===== src/core/fdos_map.svh =====
`ifndef FDOS_MAP_SVH
`define FDOS_MAP_SVH

// geometry
`define FDOS_NUM_CH        4
`define FDOS_NUM_PATH      8
`define FDOS_INT_W         8
`define FDOS_FRAC_W        43
`define FDOS_FRAC_HI_W     11
`define FDOS_ACC_W         56

// ahb address fields: haddr[7:6] channel, haddr[5:2] register index
`define FDOS_CH_LSB        6
`define FDOS_IDX_LSB       2
`define FDOS_UPPER_LSB     8

// register index within a channel window
`define FDOS_REG_INT       4'h0
`define FDOS_REG_FRAC_LO   4'h1
`define FDOS_REG_FRAC_HI   4'h2
`define FDOS_REG_FINE      4'h3
`define FDOS_REG_RATE      4'h4
`define FDOS_REG_STATUS    4'h5
`define FDOS_REG_DIV_A     4'h6
`define FDOS_REG_DUTY_A    4'h7
`define FDOS_REG_DIV_B     4'h8
`define FDOS_REG_DUTY_B    4'h9
`define FDOS_REG_PATH_CTRL 4'hA

// reset values
`define FDOS_RST_INT       8'h14
`define FDOS_RST_FRAC      43'h000_0000_0000
`define FDOS_RST_DIV       32'h0000_0002
`define FDOS_RST_DUTY      32'h0000_0000
`define FDOS_RST_INV       1'b1

// fraction denominator 2^43 at accumulator width
`define FDOS_UNIT          56'h00_0800_0000_0000

// ratio offsets and picoseconds retired per fod tick while steering
`define FDOS_DELTA_SLOW    56'h00_0001_0000_0000
`define FDOS_DELTA_MED     56'h00_0010_0000_0000
`define FDOS_DELTA_FAST    56'h00_0100_0000_0000
`define FDOS_STEP_SLOW     32'h0000_0001
`define FDOS_STEP_MED      32'h0000_0004
`define FDOS_STEP_FAST     32'h0000_0010

`endif


===== src/core/fdos_pkg.sv =====
package fdos_pkg;

  `include "fdos_map.svh"

  typedef enum logic [1:0] {
    FDOS_RATE_SLOW = 2'h0,
    FDOS_RATE_MED  = 2'h1,
    FDOS_RATE_FAST = 2'h2,
    FDOS_RATE_RSVD = 2'h3
  } fdos_rate_t;

  typedef enum logic [1:0] {
    FDOS_BUS_ADDR = 2'b01,
    FDOS_BUS_DATA = 2'b10
  } fdos_bus_st_t;

  typedef struct packed {
    logic [`FDOS_INT_W-1:0]  int_part;
    logic [`FDOS_FRAC_W-1:0] frac;
    fdos_rate_t              rate;
  } fdos_chan_cfg_t;

  typedef struct packed {
    logic [31:0] div;
    logic [31:0] duty;
    logic        comp_inv;
  } fdos_path_cfg_t;

endpackage


===== src/core/fdos_out_path.sv =====
`timescale 1ns/10ps

module fdos_out_path
  import fdos_pkg::*;
(
  // clock and reset
  input  wire logic           clk_sys,
  input  wire logic           rst,
  // fod clock as enable, configuration
  input  wire logic           fod_tick,
  input  wire fdos_path_cfg_t cfg,
  // pins
  output logic                true_out,
  output logic                comp_out
);

  logic [31:0] cnt_reg;
  logic [31:0] cnt_next;
  logic [31:0] div_eff;
  logic [31:0] high_len;
  logic [32:0] cnt_inc;
  logic        hi_next;

  // divide by zero behaves as divide by one
  assign div_eff = (cfg.div == 32'h0000_0000) ? 32'h0000_0001 : cfg.div;
  assign cnt_inc = {1'b0, cnt_reg} + 33'h0_0000_0001;

  always_comb
  begin
    // zero width keeps the half/half clock
    if (cfg.duty == 32'h0000_0000) // RQ20
      high_len = 32'((({1'b0, div_eff} + 33'h0_0000_0001) >> 1)); // RQ15
    else
      high_len = cfg.duty; // RQ16
  end

  // a shrunk divider wraps at once instead of running to 2^32
  assign cnt_next = (cnt_inc >= {1'b0, div_eff}) ? 32'h0000_0000 : cnt_inc[31:0]; // RQ14

  // high for the first high_len fod cycles of each period, low after
  assign hi_next = fod_tick ? (cnt_next < high_len) : true_out; // RQ21

  always_ff @(posedge clk_sys)
  begin
    if (rst)
      cnt_reg <= 32'h0000_0000;
    else if (fod_tick)
      cnt_reg <= cnt_next;
  end

  always_ff @(posedge clk_sys)
  begin
    if (rst)
    begin
      true_out <= 1'b0;
      comp_out <= 1'b0;
    end
    else
    begin
      true_out <= hi_next; // RQ18
      comp_out <= cfg.comp_inv ? ~hi_next : hi_next; // RQ18
    end
  end

endmodule


===== src/core/fdos_top.sv =====
`timescale 1ns/10ps
`include "fdos_map.svh"

// Notes on behaviour
// RQ1: ratio is whole part plus 43-bit fraction.
// RQ2: host keeps ratio between 13.4 and 27.8.
// RQ3: each divider runs 500 MHz to 1 GHz.
// RQ4: each divider ratio set independently.
// RQ5: divider feeds output stage and loop feedback.
// RQ6: host avoids fractions near 0, 1, half.
// RQ7: signed picoseconds: negative advances, positive delays.
// RQ8: phase step by temporary frequency change.
// RQ9: fast, medium, slow shape step size/duration.
// RQ10: unlimited successive steps accumulate.
// RQ11: host steps only when divider is open loop.
// RQ12: stage n dual, fed by divider n.
// RQ13: both stage copies identical, same divider.
// RQ14: each path divides by 32-bit integer.
// RQ15: default output duty is half/half.
// RQ16: 32-bit high width counts fod cycles.
// RQ17: host keeps high width below divider.
// RQ18: pulses high-going; complement pin optionally inverted.
// RQ19: pulse width usable in every mode.
// RQ20: zero high width means half/half.
// RQ21: high for width, low for rest.

module fdos_top
  import fdos_pkg::*;
(
  // clock and reset
  input  wire logic        clk_sys,
  input  wire logic        rst,
  // ahb-lite slave
  input  wire logic        hsel,
  input  wire logic [31:0] haddr,
  input  wire logic [1:0]  htrans,
  input  wire logic        hwrite,
  input  wire logic [2:0]  hsize,
  input  wire logic [31:0] hwdata,
  input  wire logic        hready,
  output logic [31:0]      hrdata,
  output logic             hreadyout,
  output logic             hresp,
  // output stage pins
  output logic [7:0]       true_output_pin,
  output logic [7:0]       complement_output_pin,
  // divider clocks toward the loop feedback dividers
  output logic [3:0]       fod_feedback_tick
);

  localparam int NCH = `FDOS_NUM_CH;
  localparam int NP  = `FDOS_NUM_PATH;

  function automatic logic [`FDOS_ACC_W-1:0] rate_delta(input fdos_rate_t r);
    unique case (r)
      FDOS_RATE_SLOW: rate_delta = `FDOS_DELTA_SLOW;
      FDOS_RATE_FAST: rate_delta = `FDOS_DELTA_FAST;
      default:        rate_delta = `FDOS_DELTA_MED;
    endcase
  endfunction

  function automatic logic [31:0] rate_step(input fdos_rate_t r);
    unique case (r)
      FDOS_RATE_SLOW: rate_step = `FDOS_STEP_SLOW;
      FDOS_RATE_FAST: rate_step = `FDOS_STEP_FAST;
      default:        rate_step = `FDOS_STEP_MED;
    endcase
  endfunction

  // path a of stage ch is 2*ch, path b is 2*ch+1
  function automatic logic [2:0] path_idx(input logic [1:0] ch, input logic b);
    path_idx = {ch, b};
  endfunction

  // configuration storage
  fdos_chan_cfg_t   chan_reg [NCH];
  fdos_path_cfg_t   path_reg [NP];
  logic signed [31:0] steer_rem_reg [NCH];
  logic [NCH-1:0]   fod_tick;

  // bus slave state
  fdos_bus_st_t     bus_st_reg;
  logic             wr_reg;
  logic [1:0]       ch_reg;
  logic [3:0]       idx_reg;
  logic             map_reg;
  logic             addr_take;
  logic             data_wr;
  logic [NCH-1:0]   fine_wr;
  logic [31:0]      rd_val;

  assign addr_take = hsel && htrans[1] && hready && (bus_st_reg == FDOS_BUS_ADDR);
  assign data_wr   = (bus_st_reg == FDOS_BUS_DATA) && wr_reg && map_reg;

  // one wait state per transfer keeps hrdata a registered output
  always_ff @(posedge clk_sys)
  begin
    if (rst)
    begin
      bus_st_reg <= FDOS_BUS_ADDR;
      hreadyout  <= 1'b1;
      hrdata     <= 32'h0000_0000;
      wr_reg     <= 1'b0;
      ch_reg     <= 2'h0;
      idx_reg    <= 4'h0;
      map_reg    <= 1'b0;
    end
    else
    begin
      unique case (bus_st_reg)
        FDOS_BUS_ADDR:
        begin
          if (addr_take)
          begin
            bus_st_reg <= FDOS_BUS_DATA;
            hreadyout  <= 1'b0;
            wr_reg     <= hwrite;
            ch_reg     <= haddr[`FDOS_CH_LSB+1:`FDOS_CH_LSB];
            idx_reg    <= haddr[`FDOS_IDX_LSB+3:`FDOS_IDX_LSB];
            map_reg    <= (haddr[31:`FDOS_UPPER_LSB] == 24'h00_0000)
                          && (haddr[`FDOS_IDX_LSB+3:`FDOS_IDX_LSB] <= `FDOS_REG_PATH_CTRL);
          end
        end
        FDOS_BUS_DATA:
        begin
          bus_st_reg <= FDOS_BUS_ADDR;
          hreadyout  <= 1'b1;
          hrdata     <= (map_reg && !wr_reg) ? rd_val : 32'h0000_0000;
        end
      endcase
    end
  end

  always_ff @(posedge clk_sys)
  begin
    if (rst)
      hresp <= 1'b0;
    else
      hresp <= 1'b0;
  end

  // read side
  always_comb
  begin
    logic [2:0] pa;
    logic [2:0] pb;
    pa = path_idx(ch_reg, 1'b0);
    pb = path_idx(ch_reg, 1'b1);
    unique case (idx_reg)
      `FDOS_REG_INT:       rd_val = {24'h00_0000, chan_reg[ch_reg].int_part};
      `FDOS_REG_FRAC_LO:   rd_val = chan_reg[ch_reg].frac[31:0];
      `FDOS_REG_FRAC_HI:   rd_val = {21'h00_0000, chan_reg[ch_reg].frac[`FDOS_FRAC_W-1:32]};
      `FDOS_REG_FINE:      rd_val = steer_rem_reg[ch_reg];
      `FDOS_REG_RATE:      rd_val = {30'h0000_0000, chan_reg[ch_reg].rate};
      `FDOS_REG_STATUS:    rd_val = {30'h0000_0000, steer_rem_reg[ch_reg][31],
                                     (steer_rem_reg[ch_reg] != 32'sh0000_0000)};
      `FDOS_REG_DIV_A:     rd_val = path_reg[pa].div;
      `FDOS_REG_DUTY_A:    rd_val = path_reg[pa].duty;
      `FDOS_REG_DIV_B:     rd_val = path_reg[pb].div;
      `FDOS_REG_DUTY_B:    rd_val = path_reg[pb].duty;
      `FDOS_REG_PATH_CTRL: rd_val = {30'h0000_0000, path_reg[pb].comp_inv, path_reg[pa].comp_inv};
      default:             rd_val = 32'h0000_0000;
    endcase
  end

  // configuration writes, each channel independent of the others
  always_ff @(posedge clk_sys)
  begin
    if (rst)
    begin
      for (int c = 0; c < NCH; c++)
      begin
        chan_reg[c].int_part <= `FDOS_RST_INT;
        chan_reg[c].frac     <= `FDOS_RST_FRAC;
        chan_reg[c].rate     <= FDOS_RATE_MED;
      end
      for (int p = 0; p < NP; p++)
      begin
        path_reg[p].div      <= `FDOS_RST_DIV;
        path_reg[p].duty     <= `FDOS_RST_DUTY;
        path_reg[p].comp_inv <= `FDOS_RST_INV;
      end
    end
    else if (data_wr)
    begin
      unique case (idx_reg)
        `FDOS_REG_INT:       chan_reg[ch_reg].int_part <= hwdata[`FDOS_INT_W-1:0]; // RQ4
        `FDOS_REG_FRAC_LO:   chan_reg[ch_reg].frac[31:0] <= hwdata; // RQ1
        `FDOS_REG_FRAC_HI:   chan_reg[ch_reg].frac[`FDOS_FRAC_W-1:32] <= hwdata[`FDOS_FRAC_HI_W-1:0]; // RQ1
        `FDOS_REG_RATE:      chan_reg[ch_reg].rate <= fdos_rate_t'(hwdata[1:0]); // RQ9
        `FDOS_REG_DIV_A:     path_reg[path_idx(ch_reg, 1'b0)].div <= hwdata; // RQ14
        `FDOS_REG_DUTY_A:    path_reg[path_idx(ch_reg, 1'b0)].duty <= hwdata; // RQ19
        `FDOS_REG_DIV_B:     path_reg[path_idx(ch_reg, 1'b1)].div <= hwdata; // RQ14
        `FDOS_REG_DUTY_B:    path_reg[path_idx(ch_reg, 1'b1)].duty <= hwdata; // RQ19
        `FDOS_REG_PATH_CTRL:
        begin
          path_reg[path_idx(ch_reg, 1'b0)].comp_inv <= hwdata[0]; // RQ18
          path_reg[path_idx(ch_reg, 1'b1)].comp_inv <= hwdata[1]; // RQ18
        end
        default:
        begin
        end
      endcase
    end
  end

  always_comb
  begin
    for (int c = 0; c < NCH; c++)
      fine_wr[c] = data_wr && (idx_reg == `FDOS_REG_FINE) && (ch_reg == c[1:0]);
  end

  // fractional dividers; clk_sys stands in for the analog loop clock,
  // so a tick here models one fod cycle at f_sys/ratio
  for (genvar c = 0; c < NCH; c++)
  begin : g_fod
    logic [`FDOS_ACC_W-1:0] acc_reg;
    logic [`FDOS_ACC_W-1:0] acc_sum;
    logic [`FDOS_ACC_W-1:0] ratio_base;
    logic [`FDOS_ACC_W-1:0] ratio_eff;
    logic                   busy;
    logic                   tick;
    logic [31:0]            step;
    logic [31:0]            mag;
    logic signed [31:0]     dec;
    logic signed [31:0]     add;

    assign ratio_base = {5'h00, chan_reg[c].int_part, chan_reg[c].frac}; // RQ1
    assign busy       = (steer_rem_reg[c] != 32'sh0000_0000);

    // positive remainder delays: longer ratio, lower frequency
    always_comb
    begin
      if (!busy)
        ratio_eff = ratio_base;
      else if (!steer_rem_reg[c][31])
        ratio_eff = ratio_base + rate_delta(chan_reg[c].rate); // RQ8
      else
        ratio_eff = ratio_base - rate_delta(chan_reg[c].rate); // RQ8
    end

    // host keeps the ratio in range, which sets the 500 MHz to 1 GHz band
    assign acc_sum = acc_reg + `FDOS_UNIT; // RQ3
    assign tick    = (acc_sum >= ratio_eff);

    always_ff @(posedge clk_sys)
    begin
      if (rst)
        acc_reg <= '0;
      else
        acc_reg <= tick ? (acc_sum - ratio_eff) : acc_sum; // RQ1
    end

    // each tick retires a rate-dependent slice of the remaining step
    assign step = rate_step(chan_reg[c].rate); // RQ9
    assign mag  = steer_rem_reg[c][31] ? 32'(-steer_rem_reg[c]) : steer_rem_reg[c];
    always_comb
    begin
      if (!(tick && busy))
        dec = 32'sh0000_0000;
      else if (mag <= step)
        dec = steer_rem_reg[c];
      else if (steer_rem_reg[c][31])
        dec = -$signed(step);
      else
        dec = $signed(step);
    end
    // new steps add to whatever is still pending
    assign add = fine_wr[c] ? $signed(hwdata) : 32'sh0000_0000; // RQ10

    always_ff @(posedge clk_sys)
    begin
      if (rst)
        steer_rem_reg[c] <= 32'sh0000_0000;
      else
        steer_rem_reg[c] <= steer_rem_reg[c] - dec + add; // RQ7
    end

    assign fod_tick[c] = tick;
  end

  // loop feedback gets the same divider clock as the stage
  always_ff @(posedge clk_sys)
  begin
    if (rst)
      fod_feedback_tick <= 4'h0;
    else
      fod_feedback_tick <= fod_tick; // RQ5
  end

  // stage n is dual and fed only by divider n
  for (genvar p = 0; p < NP; p++)
  begin : g_path
    fdos_out_path u_path (
      .clk_sys  (clk_sys),
      .rst      (rst),
      .fod_tick (fod_tick[p/2]), // RQ12 RQ13
      .cfg      (path_reg[p]),
      .true_out (true_output_pin[p]),
      .comp_out (complement_output_pin[p])
    );
  end

endmodule


===== config.mk =====
export PLATFORM = sky130hd
export DESIGN_NAME = fdos_top
export DESIGN_NICKNAME = d
export VERILOG_FILES = /design/src/core/fdos_pkg.sv /design/src/core/fdos_out_path.sv /design/src/core/fdos_top.sv
export VERILOG_INCLUDE_DIRS = /design/src /design/src/core
export SDC_FILE = /design/constraint.sdc
export NUM_CORES = 2
export LEC_CHECK = 0
export BUFFER_PORTS_ARGS = -buffer_cell sky130_fd_sc_hd__buf_2
export CAP_MARGIN = 0
export CORE_MARGIN = 3
export CORE_UTILIZATION = 50
export DETAILED_ROUTE_END_ITERATION = 16
export PLACE_DENSITY = 0.65
export SLEW_MARGIN = 20
export SYNTH_ARGS = -nofsm -noshare
export SYNTH_HDL_FRONTEND = slang
export SYNTH_SLANG_ARGS = --single-unit

===== constraint.sdc =====
create_clock -name clk_sys -period 12.1 [get_ports clk_sys]
set_input_delay 0 -clock clk_sys [delete_from_list [all_inputs] [get_ports clk_sys]]
set_output_delay 0 -clock clk_sys [all_outputs]
set_load 0.05 [all_outputs]

== Word level (Yosys, flattened, before mapping) ==
Memory sizes are Yosys's and may differ from the RTL's. A register that Yosys moved wholly into a read port is not among the register bits.
Index checks and enable logic that the tools add are counted.

* Output and inout port bits: 54
* Bits in registers: 543
* Memories: 3
* Logic and storage cells: 355
* RAM bits: 860

{| class="wikitable"
|+ Memory list
! memory !! words !! width !! read ports !! clocked after Yosys merged registers in !! write ports !! RTL line !! RTL
|-
| path_reg || 8 || 65 || 10 || 2 || 8 || fdos_top.sv:77 || <nowiki>fdos_path_cfg_t path_reg [NP];</nowiki>
|-
| chan_reg || 4 || 53 || 5 || 1 || 4 || fdos_top.sv:76 || <nowiki>fdos_chan_cfg_t chan_reg [NCH];</nowiki>
|-
| steer_rem_reg || 4 || 32 || 5 || 1 || 4 || fdos_top.sv:78 || <nowiki>logic signed [31:0] steer_rem_reg [NCH];</nowiki>
|}

* Bitwise operators: 12
* Equal/unequal tests: 20
* Magnitude comparators: 25
* Mux-type cells: 162
* Reduce and logical (&&, ||, !) cells: 49
* Add/sub/neg operators: 48

{| class="wikitable"
|+ Operator list
! kind !! count
|-
| 32-bit 2-to-1 mux || 49
|-
| 56-bit 2-to-1 mux || 28
|-
| 32-bit by 1-bit adder with 33-bit output, second input constant || 16
|-
| 32-bit zero test || 16
|-
| 32-bit one-hot mux with 11 select lines || 1
|-
| 41-bit one-hot mux with 2 select lines || 4
|-
| 33-bit by 32-bit greater-or-equal comparator with 1-bit output || 8
|-
| 32-bit less-than comparator || 8
|-
| 32-bit negation || 8
|-
| 51-bit by 56-bit adder with 56-bit output || 4
|-
| 56-bit by 44-bit adder with 56-bit output, second input constant || 4
|-
| 56-bit greater-or-equal comparator || 4
|-
| 51-bit by 56-bit subtractor with 56-bit output || 4
|-
| 56-bit subtractor || 4
|-
| 32-bit nonzero test || 5
|-
| 65-bit 2-to-1 mux || 2
|-
| 65-bit OR reduction || 2
|-
| 32-bit adder || 4
|-
| 32-bit less-or-equal comparator || 4
|-
| 32-bit subtractor || 4
|-
| 1-bit 2-to-1 mux || 56
|-
| 53-bit 2-to-1 mux || 1
|-
| 53-bit OR reduction || 1
|-
| 5-bit one-hot mux with 2 select lines || 4
|-
| other kinds (21) || 75
|}

== Longest topological paths before layout ==
An unclocked memory read counts as a cell.

* Word-level depth: 14
* Depth in mapped cells: 42
* Gate-level depth less buffers: 39

== Modules after synthesis ==
From an unflattened synthesis, not the netlist that was laid out.

* Cell total of the unflattened synthesis: 13,361
* Area total of the unflattened synthesis: 115,549.6 sq um

{| class="wikitable"
|+ By module, submodules not included
! module !! times used !! seq. area each (sq um) !! cells each !! area each (sq um)
|-
| fdos_top || 1 || 29,988.8 || 8,337 || 78,357.7
|-
| fdos_out_path at g_path[2].u_path ... || 5 || 680.7 || 626 || 4,643.2
|-
| fdos_out_path at g_path[0].u_path ... || 2 || 680.7 || 625 || 4,596.9
|-
| fdos_out_path at g_path[1].u_path || 1 || 680.7 || 644 || 4,782.1
|}

== Worst setup path after synthesis ==
Ideal clock, no wire load.

* Kind: reg2reg
* From: mem steer_rem_reg[2][5]
* To: mem steer_rem_reg[2][28]
* Buffers on the path: 3
* Required time: 11.979 ns
* Period minus slack after synthesis: 8.780 ns
* Cell stages (with the launch flop): 36
* Setup time: 0.121 ns
* Slack: 3.320 ns
* Arrival: 8.659 ns
* Path through: dfxtp_1 or4_4 nor3_1 nand4_1 nand3b_1 nor3_1 clkbuf_1 a211oi_1 a21oi_1 ha_1 a21o_1 a21o_1 a2111oi_1 nand2b_1 a2111oi_1 o41ai_2 a31oi_1 a21o_1 clkbuf_1 buf_2 nor2_1 o21a_1 fa_1 inv_1 fa_1 a21o_1 nand4_1 a21boi_0 o31ai_1 a31oi_1 a2111oi_0 nor3_1 a211oi_1 o21bai_1 a21o_1 mux2_2

{| class="wikitable"
|+ RTL lines
! item !! RTL line
|-
| start: declaration || fdos_top.sv:78
|}

==> impl_metrics.yaml <==
status:
  outcome: "finished clean"
detailed_routing:
  drt_iter0_drc: 14700
  drc_errors: 0
  wl_per_cell_um: 29.5
  avgViaCountPerCell: 6.45
  num_vias: 103000
  drtPass1Iterations: 9
  ant_nets: 0
  totalWireLength_um: 469000
placed_design:
  dpl_cell_area_um2: 115000
  dp_hpwl_um: 360000
  io_buffers: 120
  place_ws_ns: 1.74
  gp_congestion: 1.10
grt:
  grt_overflow: 0
  grt_max_degree: 141
  grt_pass1_wl_um: 669000
  grt_pass1_vias: 95500
  antenna_found_initial: 77
  track_usage_pct: 39.8
sta:
  fmaxAchievable_ghz: 0.0954
  slew_viol_final: 0
  timing.setup.tns_ns: 0
  slew_headroom_pct: 15.6
  fin_crit_ns: 10.48
  rsz0062_at_grt: "false"
  hold_viol_final: 0
  fin_skew_ns: 0.0655
  worstMarginPinSlew_ns: 1.25
  fin_crit_sh_pct: 86.6
  finalSetupViolCount: 0
  finalWorstSetupSlack_ns: 1.62
cells_and_area:
  largest_reg_flops: 520
  layout_commonest_cell: "nand2_1"
  layout_common_cells: "1,424 x nand2_1, 1,153 x a21oi_1, 928 x ha_1"
  areaGrowthSynthToFinish_pct: 9.05
  drive_gt1_share_pct: 7.31
  fin_area_um2: 121000
  nets: 13900
worst_setup_path:
  crit_type: "reg -> reg"
  crit_required_ns: 12.85
  end_kind: "register"
  cp-start-kind: "register"
  r2r_cells: 32
  arrival_ns: 11.23
  path_max_fanout: 10
  slowest_delay_ns: 0.67
  crit_slowest_cell: "nor3_2"
  worst_path_most_repeated_cell: "nor2_1"
clocking:
  cts.sinks: 1404
  cts_buffers: 171
  cts_resized: 0
  clk_pin_slew_ns: 0.06
  clock_latency_ns: 0.90
  root_buffer: "clkbuf_16"
  postCtsSetupRepairBufs: 0
  cts_buffer_depth: 3
  htreeDepth: 4
  cts_tree: "done"
yosys:
  ys.flop_type: "edfxtp_1"
  synth_area_um2: 111000
  synth_nets: 14000
  ys_types: 105
  synth_enable_flop_cells: 732
  syn_avg_cell_area_um2: 8.62
  synth-seq-cells: 1404
  ys_async_sr_fraction_pct: 0
  ys_seq_area_share_pct: 31.8
  synth_cells: 12900
  yosysWarnings: 0
pwr:
  ir_worst_vdd_v: 0.000274
  power.total_uw: 25800
  p_leak_uw: 0.0510
  powerDensity_nw_per_um2: 212
job:
  drv_cap: 0
min_path:
  min_path_cells: 3
  hp-class: "in -> reg"
floorplanning:
  row_count: 172
  dieArea_um2: 228000
  dieHeight_um: 478
  initial_core_util_pct: 50.5
  io_pins: 128
  die-width_um: 478
  core_um2: 221000
cell type report:
class / instances / area (um2)
fill: 20100 / 99200
multi-input combinational: 9984 / 70400
sequential: 1404 / 35400
clock buffer: 209 / 4510
tap: 2958 / 3700
inverter: 865 / 3250
timing repair buffer: 348 / 2570
clock inverter: 113 / 1390
antenna: 58 / 145
Yosys cell counts (367+ instances only):
cell type | count | area (um2)
o21ai_0 | 390 | 1950
edfxtp_1 | 732 | 22000
nand3_1 | 367 | 1840
nand2_1 | 1424 | 5350
nor2_1 | 773 | 2900
a21oi_1 | 1154 | 5780
a21o_1 | 443 | 3330
ha_1 | 928 | 11600
clkbuf_1 | 577 | 2170
and2_1 | 815 | 5100
dfxtp_1 | 672 | 13500
xnor2_1 | 611 | 5350
inv_1 | 863 | 3240
path summary, 6_finish.rpt:
check                                              end                                 startpoint  slack (ns)
min                      path_reg[6][39]$_SDFFCE_PN0P_                                  hwdata[6]        0.06
min reg2reg  g_path[3].u_path.cnt_reg[22]$_SDFFE_PP0P_  g_path[3].u_path.cnt_reg[22]$_SDFFE_PP0P_        0.45
max                    steer_rem_reg[2][28]$_SDFF_PP0_             steer_rem_reg[2][5]$_SDFF_PP0_        1.62
max reg2reg            steer_rem_reg[2][28]$_SDFF_PP0_             steer_rem_reg[2][5]$_SDFF_PP0_        1.62
through the flow:
| stage | cells | hold WS (ns) | utilization [%] |
|---|---|---|---|
| after floorplan | 12900 | 0.148 | - |
| after global placement | 15500 | 0.361 | 52.1 |
| after detailed placement | 15500 | 0.373 | 52.1 |
| after global routing | 15900 | 0.0351 | 55.0 |
| final | 15900 | 0.0577 | 55.0 |
| after CTS | 15900 | 0.00701 | 55.0 |
critical path, delay by kind of cell, from the launching register on:
kind,cells,cell delay [ns]
buffers and inverters,1,0.07
and+or+nand+nor,11,3.11
AOI/OAI and AO/OA,15,4.90
DFF,1,0.42
muxes,1,0.26
adders and majority gates,3,1.33
xor gates and xnor gates,1,0.27
cell families (layout without fill, tap and decap cells):
family / Yosys count / count (layout) / share of synthesized area, %
simple gates: 4934 / 4934 / 22.5
xor+xnor: 901 / 901 / 7.09
fa+ha+maj: 1056 / 1056 / 12.7
buf+inv: 1526 / 1535 / 5.22
other cells: 1 / 59 / 0.00337
compound gates: 2825 / 2825 / 15.9
mux: 267 / 267 / 4.81
flops: 1404 / 1404 / 31.8
report_power, final:
group / leakage (uW) / internal (uW) / total [uW] / switching (uW)
logic: 0.0352 / 5030 / 13700 / 8660
registers: 0.0129 / 5660 / 6580 / 915
clock network: 0.00283 / 3090 / 5490 / 2400
total: 0.0510 / 13800 / 25800 / 12000
per-layer routing:
layer / vias to the layer above / part of all wire, % / GRT usage, %
met4: 32 / 6.7 / 23.1
li1: 45800 / - / -
met5: - / 0.044 / 0
met3: 1200 / 12 / 11.3
met2: 6204 / 42 / 58.3
met1: 49600 / 39 / 52.4
timing repair:
item,CTS,global route
hold endpoints to repair,375,0
setup endpoints to repair,0,0
hold buffers,48,0
(Power assumes the default switching activity.)
